## src/hdl/rgiu_params.svh

```systemverilog
// rgiu_params.svh: offsets, field positions, reset values, timing figures
// assumes: included by bare name; times in microseconds, clock in MHz
`ifndef RGIU_PARAMS_SVH
`define RGIU_PARAMS_SVH

`define RGIU_CLK_MHZ 25

// register offsets on the 2-bit register port
`define RGIU_OFS_CTRL 2'h0
`define RGIU_OFS_STATUS 2'h1
`define RGIU_OFS_ACCESS 2'h2
`define RGIU_OFS_RESTART 2'h3

// control register fields
`define RGIU_CTRL_SW_INHIBIT 0
`define RGIU_CTRL_PERM_EN 1
`define RGIU_CTRL_FREQ_EN 2
`define RGIU_CTRL_LIMIT_LOW 3
`define RGIU_CTRL_FILTER_EN 4
`define RGIU_CTRL_REDUNDANT 5
`define RGIU_CTRL_RESET 6'h06

// status register fields
`define RGIU_STAT_ENABLED 0
`define RGIU_STAT_LINES 1
`define RGIU_STAT_SUBST 4
`define RGIU_STAT_SW_INHIBIT 5
`define RGIU_STAT_FREQ_FAULT 6
`define RGIU_STAT_PERM_FAULT 7

// times
`define RGIU_T_HOLD_US 1630
`define RGIU_T_QUIET_US 100
`define RGIU_T_FILTER_US 1630
`define RGIU_T_INTERVAL_US 3200000
`define RGIU_T_SEC_US 6
`define RGIU_T_TER_US 12
`define RGIU_T_LAST_US 18
`define RGIU_T_WIN_US 2

// interrupt count limits
`define RGIU_LIMIT_HIGH 160
`define RGIU_LIMIT_LOW 32

`endif

```

## src/hdl/rgiu_pkg.sv

```systemverilog
// rgiu_pkg: types shared by the group interrupt unit
// assumes: constants live in rgiu_params.svh
package rgiu_pkg;

    typedef enum logic [1:0] {
        ROLE_NONE = 2'h0,
        ROLE_PRI = 2'h1,
        ROLE_SEC = 2'h3,
        ROLE_TER = 2'h2
    } rgiu_role_t;

    typedef enum logic [1:0] {
        ACC_IDLE = 2'h0,
        ACC_RUN = 2'h1,
        ACC_DONE = 2'h3
    } rgiu_acc_t;

    typedef enum logic [1:0] {
        REGK_NONE = 2'h0,
        REGK_NORMAL = 2'h1,
        REGK_MC_DOUBLE = 2'h2,
        REGK_MC_NONE = 2'h3
    } rgiu_regk_t;

    typedef struct packed {
        logic none;
        logic one;
        logic more;
    } rgiu_check_t;

    typedef struct packed {
        logic req;
        logic rd;
        logic [2:0] addr;
    } rgiu_gacc_t;

    typedef struct packed {
        logic [1:0] addr;
        logic [7:0] wdata;
        logic wr;
        logic rd;
    } rgiu_bus_t;

endpackage : rgiu_pkg

```

## src/hdl/rgiu_top.sv

```systemverilog
// rgiu_top: group interrupt gating and redundant group module answers
// assumes: all inputs synchronous to clk except ext_int_lines
//
// What this block does
// - two-flop synchronise all four extension interrupt lines before fan-out.
// - forward interrupt only in control and enable conditions met; frequency block stops only new ones.
// - no jumper responsibility permanently blocks the group interrupt.
// - reading group module byte 0 forces interrupt removal at once.
// - re-enable only after 1.63 ms and, with permanent blocking on, line quiet 100 us.
// - permanent interrupt forwarded once, then suppressed until it drops.
// - count forwarded interrupts, block beyond limit 160 or 32 per 3.2 s.
// - software restart write shortens the frequency interval.
// - permanent and frequency blocking each enabled independently.
// - this unit counts its own alarms even when peers share them.
// - optional digital filter delays the group interrupt by 1.63 ms.
// - address bits two and one pick alarm group; bit zero ignored.
// - secondary and tertiary roles follow from primary jumper.
// - drive group module select in step with all peer units.
// - primary answers at once, needing correct check when redundant.
// - secondary answers at 6 us, tertiary at 12 us.
// - primary gives zero data, bus check, forced ready at 18 us.
// - windows never overlap; ready window narrower than data window.
// - jumper chooses real data or zero for substitute answers.
// - register access gives one check; multicast gives double or none.
// - comparator results qualified by select and response windows.
// - status reports whether the group interrupt is enabled.
`timescale 1ns/100ps
`include "rgiu_params.svh"

module rgiu_top #(
    parameter int unsigned HOLD_CYC = `RGIU_T_HOLD_US * `RGIU_CLK_MHZ,
    parameter int unsigned FILT_CYC = `RGIU_T_FILTER_US * `RGIU_CLK_MHZ,
    parameter int unsigned INTV_CYC = `RGIU_T_INTERVAL_US * `RGIU_CLK_MHZ
) (
    input wire logic clk,
    input wire logic rst,
    input wire logic ce,
    input wire rgiu_pkg::rgiu_bus_t bus,
    output logic [7:0] rdata,
    input wire logic [3:0] ext_int_lines,
    input wire logic in_control,
    input wire logic [2:0] jumper_primary,
    input wire logic jumper_subst_data,
    input wire rgiu_pkg::rgiu_gacc_t gacc,
    input wire logic [7:0] gim_data,
    input wire rgiu_pkg::rgiu_check_t cmp,
    input wire rgiu_pkg::rgiu_regk_t reg_kind,
    output logic [3:0] ext_int_sync,
    output logic group_interrupt,
    output logic gim_sel,
    output logic [7:0] cpu_data,
    output logic cpu_ready,
    output rgiu_pkg::rgiu_check_t check_out
);

    localparam int unsigned QUIET_CYC = `RGIU_T_QUIET_US * `RGIU_CLK_MHZ;
    localparam logic [15:0] SEC_CYC = 16'(`RGIU_T_SEC_US * `RGIU_CLK_MHZ);
    localparam logic [15:0] TER_CYC = 16'(`RGIU_T_TER_US * `RGIU_CLK_MHZ);
    localparam logic [15:0] LAST_CYC = 16'(`RGIU_T_LAST_US * `RGIU_CLK_MHZ);
    localparam logic [15:0] WIN_CYC = 16'(`RGIU_T_WIN_US * `RGIU_CLK_MHZ);
    localparam logic [7:0] LIM_HIGH = 8'(`RGIU_LIMIT_HIGH);
    localparam logic [7:0] LIM_LOW = 8'(`RGIU_LIMIT_LOW);

    // role of this unit for an alarm group
    function automatic rgiu_pkg::rgiu_role_t role_of(
        input logic [2:0] jp,
        input logic [1:0] g
    );
        logic [1:0] p;
        logic [2:0] d;
        p = jp[0] ? 2'h0 : (jp[1] ? 2'h1 : 2'h2);
        d = {1'b0, g} + 3'h3 - {1'b0, p};
        if (d >= 3'h3)
        begin
            d = d - 3'h3;
        end
        if (g == 2'h3 || jp == 3'h0)
        begin
            role_of = rgiu_pkg::ROLE_NONE;
        end
        else if (jp[g])
        begin
            role_of = rgiu_pkg::ROLE_PRI;
        end
        else if (d == 3'h1)
        begin
            role_of = rgiu_pkg::ROLE_SEC;
        end
        else
        begin
            role_of = rgiu_pkg::ROLE_TER;
        end
    endfunction : role_of

    // open window of length WIN_CYC starting at start, trimmed by trim each side
    function automatic logic in_win(
        input logic [15:0] cnt,
        input logic [15:0] start,
        input logic [15:0] trim
    );
        in_win = cnt >= start + trim && cnt < start + WIN_CYC - trim;
    endfunction : in_win

    ////////////////////////////////////////////////////////////////////////
    // control register and interrupt line synchronisers

    logic [5:0] ctrl_reg;
    logic [3:0] sync1_reg;
    logic line_prev_reg;
    logic line;
    logic restart;

    assign line = ext_int_sync[0];
    assign restart = bus.wr && bus.addr == `RGIU_OFS_RESTART;

    always_ff @(posedge clk or posedge rst)
    begin
        if (rst)
            ctrl_reg <= `RGIU_CTRL_RESET;
        else if (ce && bus.wr && bus.addr == `RGIU_OFS_CTRL)
            ctrl_reg <= bus.wdata[5:0];
    end

    always_ff @(posedge clk or posedge rst)
    begin
        if (rst)
        begin
            sync1_reg <= 4'h0;
            ext_int_sync <= 4'h0;
            line_prev_reg <= 1'b0;
        end
        else if (ce)
        begin
            sync1_reg <= ext_int_lines;
            ext_int_sync <= sync1_reg;
            line_prev_reg <= line;
        end
    end

    ////////////////////////////////////////////////////////////////////////
    // digital filter, forced removal and hold-off

    logic [31:0] filt_cnt_reg;
    logic [31:0] hold_cnt_reg;
    logic [31:0] quiet_cnt_reg;
    logic hold_reg;
    logic filt_done;
    logic filt_busy;
    logic byte0_rd;
    logic hold_time_done;
    logic quiet_done;
    logic perm_fault;
    rgiu_pkg::rgiu_acc_t acc_state;

    assign filt_done = filt_cnt_reg == FILT_CYC;
    assign filt_busy = ctrl_reg[`RGIU_CTRL_FILTER_EN] && line && !filt_done;
    assign byte0_rd = gacc.req && gacc.rd && gacc.addr == 3'h0 &&
        acc_state == rgiu_pkg::ACC_IDLE;
    assign hold_time_done = hold_cnt_reg == HOLD_CYC;
    assign quiet_done = quiet_cnt_reg == QUIET_CYC;
    assign perm_fault = ctrl_reg[`RGIU_CTRL_PERM_EN] && hold_reg &&
        hold_time_done && line;

    always_ff @(posedge clk or posedge rst)
    begin
        if (rst)
            filt_cnt_reg <= 32'h0;
        else if (ce)
        begin
            if (!line)
                filt_cnt_reg <= 32'h0;
            else if (!filt_done)
                filt_cnt_reg <= filt_cnt_reg + 32'h1;
        end
    end

    always_ff @(posedge clk or posedge rst)
    begin
        if (rst)
        begin
            hold_reg <= 1'b0;
            hold_cnt_reg <= 32'h0;
            quiet_cnt_reg <= 32'h0;
        end
        else if (ce)
        begin
            if (byte0_rd)
            begin
                hold_reg <= 1'b1;
                hold_cnt_reg <= 32'h0;
                quiet_cnt_reg <= 32'h0;
            end
            else
            begin
                if (!hold_time_done)
                    hold_cnt_reg <= hold_cnt_reg + 32'h1;
                if (line)
                    quiet_cnt_reg <= 32'h0;
                else if (!quiet_done)
                    quiet_cnt_reg <= quiet_cnt_reg + 32'h1;
                // with permanent blocking off the quiet time is waived
                if (hold_time_done && (quiet_done ||
                    !ctrl_reg[`RGIU_CTRL_PERM_EN]))
                    hold_reg <= 1'b0;
            end
        end
    end

    ////////////////////////////////////////////////////////////////////////
    // frequency monitor and group interrupt output

    logic [31:0] intv_cnt_reg;
    logic [7:0] freq_cnt_reg;
    logic [7:0] limit;
    logic freq_block;
    logic enabled;
    logic responsible;
    logic line_q;
    logic gi_next;

    assign limit = ctrl_reg[`RGIU_CTRL_LIMIT_LOW] ? LIM_LOW : LIM_HIGH;
    assign freq_block = ctrl_reg[`RGIU_CTRL_FREQ_EN] &&
        freq_cnt_reg == limit;
    assign enabled = !perm_fault && !freq_block && !hold_reg && !filt_busy &&
        !ctrl_reg[`RGIU_CTRL_SW_INHIBIT] && in_control;
    assign responsible = |jumper_primary;
    assign line_q = ctrl_reg[`RGIU_CTRL_FILTER_EN] ? filt_done : line;
    // a new interrupt needs room under the limit; a running one is kept
    assign gi_next = responsible && in_control && line_q && !byte0_rd &&
        !hold_reg && !perm_fault && !filt_busy &&
        !ctrl_reg[`RGIU_CTRL_SW_INHIBIT] &&
        (group_interrupt || !freq_block);

    always_ff @(posedge clk or posedge rst)
    begin
        if (rst)
            group_interrupt <= 1'b0;
        else if (ce)
            group_interrupt <= gi_next;
    end

    // each unit counts its own forwarded edges, shared alarms included
    always_ff @(posedge clk or posedge rst)
    begin
        if (rst)
        begin
            intv_cnt_reg <= 32'h0;
            freq_cnt_reg <= 8'h0;
        end
        else if (ce)
        begin
            if (restart || intv_cnt_reg == INTV_CYC - 32'h1)
            begin
                intv_cnt_reg <= 32'h0;
                freq_cnt_reg <= {7'h0, gi_next && !group_interrupt};
            end
            else
            begin
                intv_cnt_reg <= intv_cnt_reg + 32'h1;
                if (gi_next && !group_interrupt && freq_cnt_reg != limit)
                    freq_cnt_reg <= freq_cnt_reg + 8'h1;
            end
        end
    end

    ////////////////////////////////////////////////////////////////////////
    // group module access windows

    rgiu_pkg::rgiu_role_t role_reg;
    rgiu_pkg::rgiu_role_t last_role_reg;
    logic [15:0] acc_cnt_reg;
    logic pri_ok;
    logic data_win;
    logic rdy_win;
    logic zero_data;
    logic [7:0] data_next;
    rgiu_pkg::rgiu_check_t chk_next;

    assign pri_ok = role_reg == rgiu_pkg::ROLE_PRI &&
        (!ctrl_reg[`RGIU_CTRL_REDUNDANT] || cmp.one);

    always_comb
    begin
        data_win = 1'b0;
        rdy_win = 1'b0;
        zero_data = 1'b0;
        unique case (role_reg)
            rgiu_pkg::ROLE_PRI:
            begin
                if (pri_ok)
                begin
                    data_win = 1'b1;
                    rdy_win = acc_cnt_reg >= 16'h1;
                end
                else
                begin
                    data_win = in_win(acc_cnt_reg, LAST_CYC, 16'h0);
                    rdy_win = in_win(acc_cnt_reg, LAST_CYC, 16'h1);
                    zero_data = 1'b1;
                end
            end
            rgiu_pkg::ROLE_SEC:
            begin
                data_win = in_win(acc_cnt_reg, SEC_CYC, 16'h0);
                rdy_win = in_win(acc_cnt_reg, SEC_CYC, 16'h1);
                zero_data = !jumper_subst_data;
            end
            rgiu_pkg::ROLE_TER:
            begin
                data_win = in_win(acc_cnt_reg, TER_CYC, 16'h0);
                rdy_win = in_win(acc_cnt_reg, TER_CYC, 16'h1);
                zero_data = !jumper_subst_data;
            end
            rgiu_pkg::ROLE_NONE:
            begin
                data_win = 1'b0;
            end
        endcase
    end

    always_comb
    begin
        data_next = 8'h0;
        chk_next = '0;
        if (acc_state == rgiu_pkg::ACC_DONE && gacc.req)
        begin
            data_next = cpu_data;
            chk_next = check_out;
        end
        else if (acc_state == rgiu_pkg::ACC_RUN && gacc.req && data_win)
        begin
            data_next = zero_data ? 8'h0 : gim_data;
            chk_next = cmp;
        end
        else if (acc_state == rgiu_pkg::ACC_IDLE)
        begin
            unique case (reg_kind)
                rgiu_pkg::REGK_NORMAL: chk_next.one = 1'b1;
                rgiu_pkg::REGK_MC_DOUBLE: chk_next.more = 1'b1;
                rgiu_pkg::REGK_MC_NONE: chk_next = '0;
                rgiu_pkg::REGK_NONE: chk_next = '0;
            endcase
        end
    end

    always_ff @(posedge clk or posedge rst)
    begin
        if (rst)
        begin
            acc_state <= rgiu_pkg::ACC_IDLE;
            acc_cnt_reg <= 16'h0;
            role_reg <= rgiu_pkg::ROLE_NONE;
        end
        else if (ce)
        begin
            unique case (acc_state)
                rgiu_pkg::ACC_IDLE:
                begin
                    acc_cnt_reg <= 16'h0;
                    if (gacc.req)
                    begin
                        acc_state <= rgiu_pkg::ACC_RUN;
                        role_reg <= role_of(jumper_primary,
                            gacc.addr[2:1]);
                    end
                end
                rgiu_pkg::ACC_RUN:
                begin
                    if (!gacc.req)
                        acc_state <= rgiu_pkg::ACC_IDLE;
                    else if (rdy_win)
                        acc_state <= rgiu_pkg::ACC_DONE;
                    if (acc_cnt_reg != LAST_CYC + WIN_CYC)
                        acc_cnt_reg <= acc_cnt_reg + 16'h1;
                end
                rgiu_pkg::ACC_DONE:
                begin
                    if (!gacc.req)
                        acc_state <= rgiu_pkg::ACC_IDLE;
                end
                default:
                begin
                    acc_state <= rgiu_pkg::ACC_IDLE;
                end
            endcase
        end
    end

    always_ff @(posedge clk or posedge rst)
    begin
        if (rst)
        begin
            cpu_data <= 8'h0;
            cpu_ready <= 1'b0;
            check_out <= '0;
            gim_sel <= 1'b0;
            last_role_reg <= rgiu_pkg::ROLE_NONE;
        end
        else if (ce)
        begin
            cpu_data <= data_next;
            cpu_ready <= gacc.req && (acc_state == rgiu_pkg::ACC_DONE ||
                (acc_state == rgiu_pkg::ACC_RUN && rdy_win));
            check_out <= chk_next;
            gim_sel <= gacc.req && responsible;
            if (acc_state == rgiu_pkg::ACC_RUN && gacc.req && rdy_win)
                last_role_reg <= role_reg;
        end
    end

    ////////////////////////////////////////////////////////////////////////
    // register read port

    always_ff @(posedge clk or posedge rst)
    begin
        if (rst)
            rdata <= 8'h0;
        else if (ce)
        begin
            rdata <= 8'h0;
            if (bus.rd)
            begin
                unique case (bus.addr)
                    `RGIU_OFS_CTRL: rdata <= {2'h0, ctrl_reg};
                    `RGIU_OFS_STATUS: rdata <= {perm_fault, freq_block,
                        ctrl_reg[`RGIU_CTRL_SW_INHIBIT], !jumper_subst_data,
                        ext_int_sync[2:0], enabled};
                    `RGIU_OFS_ACCESS: rdata <= {6'h0, last_role_reg};
                    `RGIU_OFS_RESTART: rdata <= 8'h0;
                endcase
            end
        end
    end

    logic [31:0] since_b0_reg;
    always_ff @(posedge clk or posedge rst)
    begin
        if (rst)
            since_b0_reg <= 32'hffffffff;
        else if (ce && byte0_rd)
            since_b0_reg <= 32'h0;
        else if (ce && since_b0_reg != 32'hffffffff)
            since_b0_reg <= since_b0_reg + 32'h1;
    end
endmodule : rgiu_top

```

## config.mk

```make
export PLATFORM = sky130hd
export DESIGN_NAME = rgiu_top
export DESIGN_NICKNAME = d
export VERILOG_FILES = /design/src/hdl/rgiu_pkg.sv /design/src/hdl/rgiu_top.sv
export VERILOG_INCLUDE_DIRS = /design/src /design/src/hdl
export SDC_FILE = /design/constraint.sdc
export NUM_CORES = 1
export LEC_CHECK = 0
export BUFFER_PORTS_ARGS = -buffer_cell sky130_fd_sc_hd__buf_2
export CORE_ASPECT_RATIO = 0.9
export CORE_UTILIZATION = 55
export DETAILED_ROUTE_END_ITERATION = 6
export PLACE_DENSITY = 0.86
export SLEW_MARGIN = 20
export SYNTH_ARGS = -nofsm -noshare
export SYNTH_HDL_FRONTEND = slang
export SYNTH_SLANG_ARGS = --single-unit
```

## constraint.sdc

```tcl
create_clock -name clk -period 5.4 [get_ports clk]
set_clock_uncertainty 0.2 [all_clocks]
set_input_delay 0.27 -clock clk [delete_from_list [all_inputs] [get_ports clk]]
set_output_delay 0.27 -clock clk [all_outputs]
set_load 0.01 [all_outputs]
```

==> summary.txt, run 1 <==
Setup path
  – Critical path type: in -> reg
  – Reg-to-Reg End: freq_cnt_reg[7]
  – RR Startpoint: filt_cnt_reg[28]
  – CP arrival: 3.49 ns
  – CP required: 5.53 ns
  – Worst setup SP type: input pin
  – Length in cells of the worst reg-to-reg path: 6
  – Worst-path fanout max: 5
  – R2r setup slk: 2.39 ns
  – CP Capture Type: register

Global route
  – Largest net degree at the start of global routing: 196
  – First-pass GRT wire length: 40500 um
  – GRT overflow: 0
  – Total GRT Usage: 25.7%
  – Initial antenna violation count: 0
  – Number of global-route vias before repair: 8425

Timing
  – Max-slew violation count: 0
  – Final setup viols: 0
  – Slew @ Worst Pin: 0.928 ns
  – Final period util: 62.3%
  – Final hold slack: 0.0550 ns
  – Max Fclk: 297 MHz
  – RSZ-0062 raised after global routing: no
  – TNS Setup: 0 ns
  – Fin crit period: 3.36 ns
  – Slew Limit Headroom: 37.7%
  – Final Hold Viols: 0

Die
  – Starting density of the core: 56.1%
  – Die Y: 132 um
  – Core footprint: 0.0184 mm^2
  – Rows: 47
  – Die W: 146 um
  – I/O pin count: 68
  – Die area: 0.0193 mm^2

Logic synthesis
  – Yosys warnings: 0
  – Cell taking the most area after synthesis: dfrtp_1
  – Avg Cell Area, Syn: 9.33 um^2
  – Top post-synthesis cells by area: dfrtp_1, nor2_1, xnor2_1
  – Mapped Cells: 1107
  – Share of the synthesized area in the top cell type: 46.8%
  – Count of unique library cells instantiated by Yosys: 62
  – Primary flip-flop cell chosen by synthesis mapping: dfrtp_1
  – Async SR Flop Fraction: 100%
  – Number of enable flip-flop cells after synthesis: 0
  – Synth Cell Area: 0.0103 mm^2
  – Synthesized Nets: 1166
  – #FFs+latches synth: 195
  – Register area share after synthesis: 47.3%

Min path
  – WHS Path Cells: 4
  – Hold crit path type: in -> reg
  – Hold wc startpoint: jumper_primary[0]
  – Hold EP: role_reg[1]

Run status
  – Status: complete, no violations

Detailed routing
  – Routed Antenna Nets: 0
  – First-pass iteration count of the detailed router: 5
  – Routed WL: 23900 um
  – Vias/cell: 5.99
  – 1st-iter DRT viols: 644
  – Wire per inst: 16.6 um
  – Via count: 8644
  – Remaining DRCs: 0

Layout
  – Area Growth Syn to Fin: 14.2%
  – Layout cells sized above 1: 12.1%
  – Final instance area: 0.0118 mm^2
  – Nets: 1243
  – Commonest non-fill, non-tap cell in the layout: dfrtp_1
  – Ant diodes: 0
  – Commonest cells after routing, fill and taps aside: dfrtp_1, nor2_1, nand2_1, nand3_1, buf_2

CTS
  – Clock root buffer: clkbuf_16
  – Maximum buffer depth of the clock tree: 2
  – # Post-CTS Setup Buffers: 0
  – Post-CTS sizing: 0
  – Clock transition at path regs: 0.07 ns
  – Clock Latency Late Sink: 0.44 ns
  – Max H-tree Level: 4
  – Hold buffer count at CTS: 26
  – CTS sink count: 195
  – Num CTS Buffers: 17
  – CTS tree: done

Flow run
  – Max-cap violations: 0

Power and ir drop
  – Worst vdd ir: 207 uV
  – LEAKAGE: 5.07 nW
  – Total power density per cell area: 301 mW/mm^2

Placed design
  – Placed cell areas: 0.0109 mm^2
  – DP HPWL: 15700 um
  – Input/output buffers: 65
  – GPL Wtd Cong: 0.869
power breakdown:
group,switching (W),internal (W),leakage [nW],total (W)
sequential,0.000173,0.00157,2.64,0.00175
combinational,0.000277,0.000221,2.15,0.000498
clock,0.000560,0.000744,0.291,0.00130
Yosys cell counts (6+ instances only):
master     number
or2_2           7
a22o_1         13
o21ai_0        53
dfrtp_1       193
nor2_1        144
mux2_2         16
nand2_1        91
ha_1           16
nand3_1        68
nor3_1         43
and2_1          8
and3_1         25
nor4_1         28
inv_1          29
nor3b_1         6
and4_1         15
o31ai_1         9
nor4bb_1        8
or3_1          30
xnor2_1        56
clkbuf_1       39
nand4_1        34
o2bb2ai_1       9
a21oi_1        32
xor2_1         49
nor4b_1        11
metal layers:
metal / vias up / GRT usage (%) / routed length [um]
met5: - / 0 / 0
met3: 36 / 5.16 / 1270
met4: 0 / 7.81 / 507
met1: 4218 / 34.8 / 10800
met2: 276 / 41.9 / 11300
li1: 4114 / - / -
worst max-delay path, cell delays in order:
cell and delay [ns]:
dlygate4sd3_1 0.53, buf_2 0.14, inv_1 0.06, fa_1 0.56, inv_1 0.05, ha_1 0.19
ha_1 0.28, nor4_1 0.26, a31o_2 0.17, nor2_1 0.04, o21a_1 0.15, dlygate4sd3_1 0.55
o41ai_1 0.23
cell type report:
class / count / area [um^2]
fillers: 1473 / 6610
repair buffers: 100 / 688
flip-flops and latches: 195 / 4880
inverters: 30 / 116
clock buffers: 20 / 447
multi-input cells: 840 / 5200
well taps: 245 / 307
clock inverters: 12 / 155
worst max path at each step:
stage	startpoint	end	cells after the start
after global placement	ce	cpu_data[4]	6
final	gacc[2]	role_reg[0]	13
after detailed placement	ce	cpu_data[5]	6
after floorplan	rst	acc_cnt_reg[0]	1
after global routing	gacc[2]	role_reg[0]	13
after CTS	gacc[2]	role_reg[0]	13
stage by stage:
stage / power, W / util, % / cells / setup WS (ns)
3_5_place_dp: 0.00224 / 59.1 / 1382 / 2.37
4_1_cts: 0.00355 / 63.8 / 1440 / 2.12
6_report: 0.00355 / 64.1 / 1442 / 2.04
3_3_place_gp: 0.00221 / 59.1 / 1382 / 2.41
5_1_grt: 0.00370 / 64.1 / 1442 / 1.91
2_1_floorplan: 0.00207 / - / 1107 / 2.41
cells by family after synthesis:
kind of cell / synth area share, %
buffers and inverters: 2.71
adders and majority gates: 2.13
muxes: 2.13
xor gates and xnor gates: 8.90
DFF: 47.3
and+or+nand+nor: 27.2
AOI/OAI and AO/OA: 9.65
(Power assumes the default switching activity.)
==> run 2, diff against run 1 <==
Settings changed: ABC_AREA from default to 1, CORE_UTILIZATION 55 to 63, PLACE_DENSITY 0.86 to 0.92.
Clock period 5.4 ns to 3.3 ns, I/O delays scaled along.
==> run 2 against run 1 <==
Wire length increased by 52%. Synthesized cell count is 68% higher. Synthesized area increased by 24%. Worst setup slack worse by 1.6 ns. Non-clock buffer count is 20 higher. Core utilization is 7.8 points higher. Critical path depth rose by 1. Register-to-register slack got worse by 2.0 ns. Largest cell class unchanged. Highest routed layer unchanged.
==> summary.txt, run 2 <==
Timing
  – Max-slew violation count: 0
  – TNS Setup: 0 ns
  – Slew @ Worst Pin: 0.851 ns
  – RSZ-0062 raised after global routing: no
  – Final setup viols: 0
  – Max Fclk: 345 MHz
  – Slew Limit Headroom: 43.2%
  – Final Hold Viols: 0
  – Final period util: 87.8%
  – Final hold slack: 0.0333 ns
  – Fin crit period: 2.90 ns

Setup path
  – Top delay family on crit path: buffers and inverters
  – Worst-path fanout max: 6
  – Crit-path max cell delay: 0.57 ns
  – Most frequent CP cell: nand2_1
  – Crit-path cells: inv_1 -> ha_1 -> inv_1 -> nor2_1 -> nand2_1 -> nor2_1 -> nand2_1 -> nand3_1 -> nand4_1 -> dlygate4sd3_1 -> nand2_1 -> dlygate4sd3_1 -> nand2_1 -> nand2_1
  – Critical path origin: filt_cnt_reg[0]
  – R2r setup slk: 0.40 ns
  – CP Buf/Inv Count: 4
  – RR Startpoint: filt_cnt_reg[0]
  – CP required: 3.50 ns
  – CP Capture Type: register
  – CP arrival: 3.10 ns
  – Slowest CP cell: dlygate4sd3_1
  – Worst setup SP type: register
  – Critical path type: reg -> reg

Die
  – Core footprint: 0.0200 mm^2
  – Die W: 153 um
  – Die Y: 138 um
  – Starting density of the core: 64.3%
  – Rows: 49
  – Die area: 0.0210 mm^2
  – I/O pin count: 68

Logic synthesis
  – #FFs+latches synth: 195
  – Top-count cell post-synth: nand2_1
  – Post-synth top cells: nand2_1, nor2_1, dfrtp_1
  – Cell taking the most area after synthesis: dfrtp_1
  – Share of the synthesized area in the top cell type: 37.6%
  – Synthesized Nets: 1923
  – Register area share after synthesis: 38.0%
  – Count of unique library cells instantiated by Yosys: 54
  – Number of enable flip-flop cells after synthesis: 0
  – Primary flip-flop cell chosen by synthesis mapping: dfrtp_1
  – Mapped Cells: 1864
  – Synth Cell Area: 0.0129 mm^2
  – Top post-synthesis cells by area: dfrtp_1, nand2_1, nor2_1
  – Async SR Flop Fraction: 100%
  – Yosys warnings: 0
  – Avg Cell Area, Syn: 6.90 um^2

Detailed routing
  – 1st-iter DRT viols: 1157
  – WL met1: 15500 um
  – Vias/cell: 5.90
  – Routed Antenna Nets: 0
  – Routed WL: 36300 um
  – Remaining DRCs: 0
  – First-pass iteration count of the detailed router: 7
  – Met2 WL: 17200 um
  – Max layer used: met4
  – Via count: 13100
  – Met3 WL: 2540 um
  – Wire per inst: 16.4 um

Placed design
  – DP HPWL: 25300 um
  – Placed insts: 2143
  – Input/output buffers: 65
  – GPL Wtd Cong: 0.971

Flow run
  – Max-cap violations: 0

Global route
  – Initial antenna violation count: 0
  – First-pass GRT wire length: 59400 um
  – Largest net degree at the start of global routing: 56
  – Number of global-route vias before repair: 12300
  – GRT overflow: 0
  – Total GRT Usage: 35.5%

CTS
  – Clock root buffer: clkbuf_16
  – Max H-tree Level: 4
  – CTS sink count: 195
  – Clock transition at path regs: 0.08 ns
  – CTS tree: done
  – Num CTS Buffers: 17
  – Clock Latency Late Sink: 0.46 ns
  – Maximum buffer depth of the clock tree: 2

Layout
  – Layout cells sized above 1: 8.58%
  – Nets: 2004
  – Commonest cells after routing, fill and taps aside: nand2_1, nor2_1, dfrtp_1, inv_1, nand3_1
  – Ant diodes: 0
  – Final core occ: 71.8%
  – Commonest non-fill, non-tap cell in the layout: nand2_1
  – Finished Layout Cells: 2213
  – Area Growth Syn to Fin: 11.7%
  – # fillers: 1614
  – Multi-input logic area: 0.00688 mm^2
  – Register area: 0.00488 mm^2

Power and ir drop
  – Total power density per cell area: 440 mW/mm^2
  – Worst vdd ir: 526 uV
  – Total power: 0.00632 W
  – LEAKAGE: 6.46 nW

Min path
  – Hold crit path type: in -> async

Run status
  – Status: complete, no violations
[run 2: metrics by stage]
step,area [um^2],setup WS [ns]
6_report,14400,0.402
4_1_cts,14300,0.440
3_3_place_gp,13300,0.883
3_5_place_dp,13300,0.744
5_1_grt,14400,0.176
2_1_floorplan,12900,0.418
[run 2: cells by family after synthesis]
family / share of synthesized area, %
and+or+nand+nor: 39.5
buffers and inverters: 8.46
DFF: 38.0
AOI/OAI and AO/OA: 8.38
xor gates and xnor gates: 3.88
adders and majority gates: 1.71
muxes: 0.0876
[run 2: worst paths after layout]
path / cells past startpoint / end
worst max-delay path: 14 / rdata[0]
worst min-delay path: 3 / filt_cnt_reg[20]
worst max register to register: 14 / rdata[0]
worst min register to register: 2 / ext_int_sync[3]
max in group asynchronous: 5 / intv_cnt_reg[16]
min in group clk: 6 / hold_cnt_reg[7]
[run 2: final cells by class]
cell class,count,area share [%]
multi-input combinational,1412,47.9
sequential,195,34.0
tap,255,2.22
clock inverter,15,1.40
clock buffer,17,2.96
inverter,199,5.24
timing repair buffer,120,6.22
[run 2: worst register-to-register path: stages, from the launching register on]
cell and delay (ns):
dfrtp_1 0.43, inv_1 0.18, ha_1 0.17, inv_1 0.04, nor2_1 0.11, nand2_1 0.06, nor2_1 0.10, nand2_1 0.13
nand3_1 0.10, nand4_1 0.06, dlygate4sd3_1 0.57, nand2_1 0.06, dlygate4sd3_1 0.54, nand2_1 0.05, nand2_1 0.05
[run 2: layer usage]
metal / global-route usage, % / vias to the layer above
met2: 60.1 / 587
met3: 5.19 / 96
met4: 15.4 / 0
li1: - / 6278
met1: 45.9 / 6098
met5: 0 / -
[run 2: power by group]
part | leakage [nW] | switching (W) | total (W) | internal [W]
combinational | 3.52 | 0.000803 | 0.00123 | 0.000430
clock | 0.302 | 0.00113 | 0.00218 | 0.00105
sequential | 2.64 | 0.000294 | 0.00291 | 0.00262
total | 6.46 | 0.00223 | 0.00632 | 0.00409
[run 2: timing repair]
| item | in CTS | in global routing |
|---|---|---|
| gates resized for setup | 0 | 0 |
| endpoints found under the setup margin | 0 | 0 |
| hold buffers | 37 | 0 |
| buffers inserted | 0 | 0 |
| hold endpoints to repair | 65 | 0 |
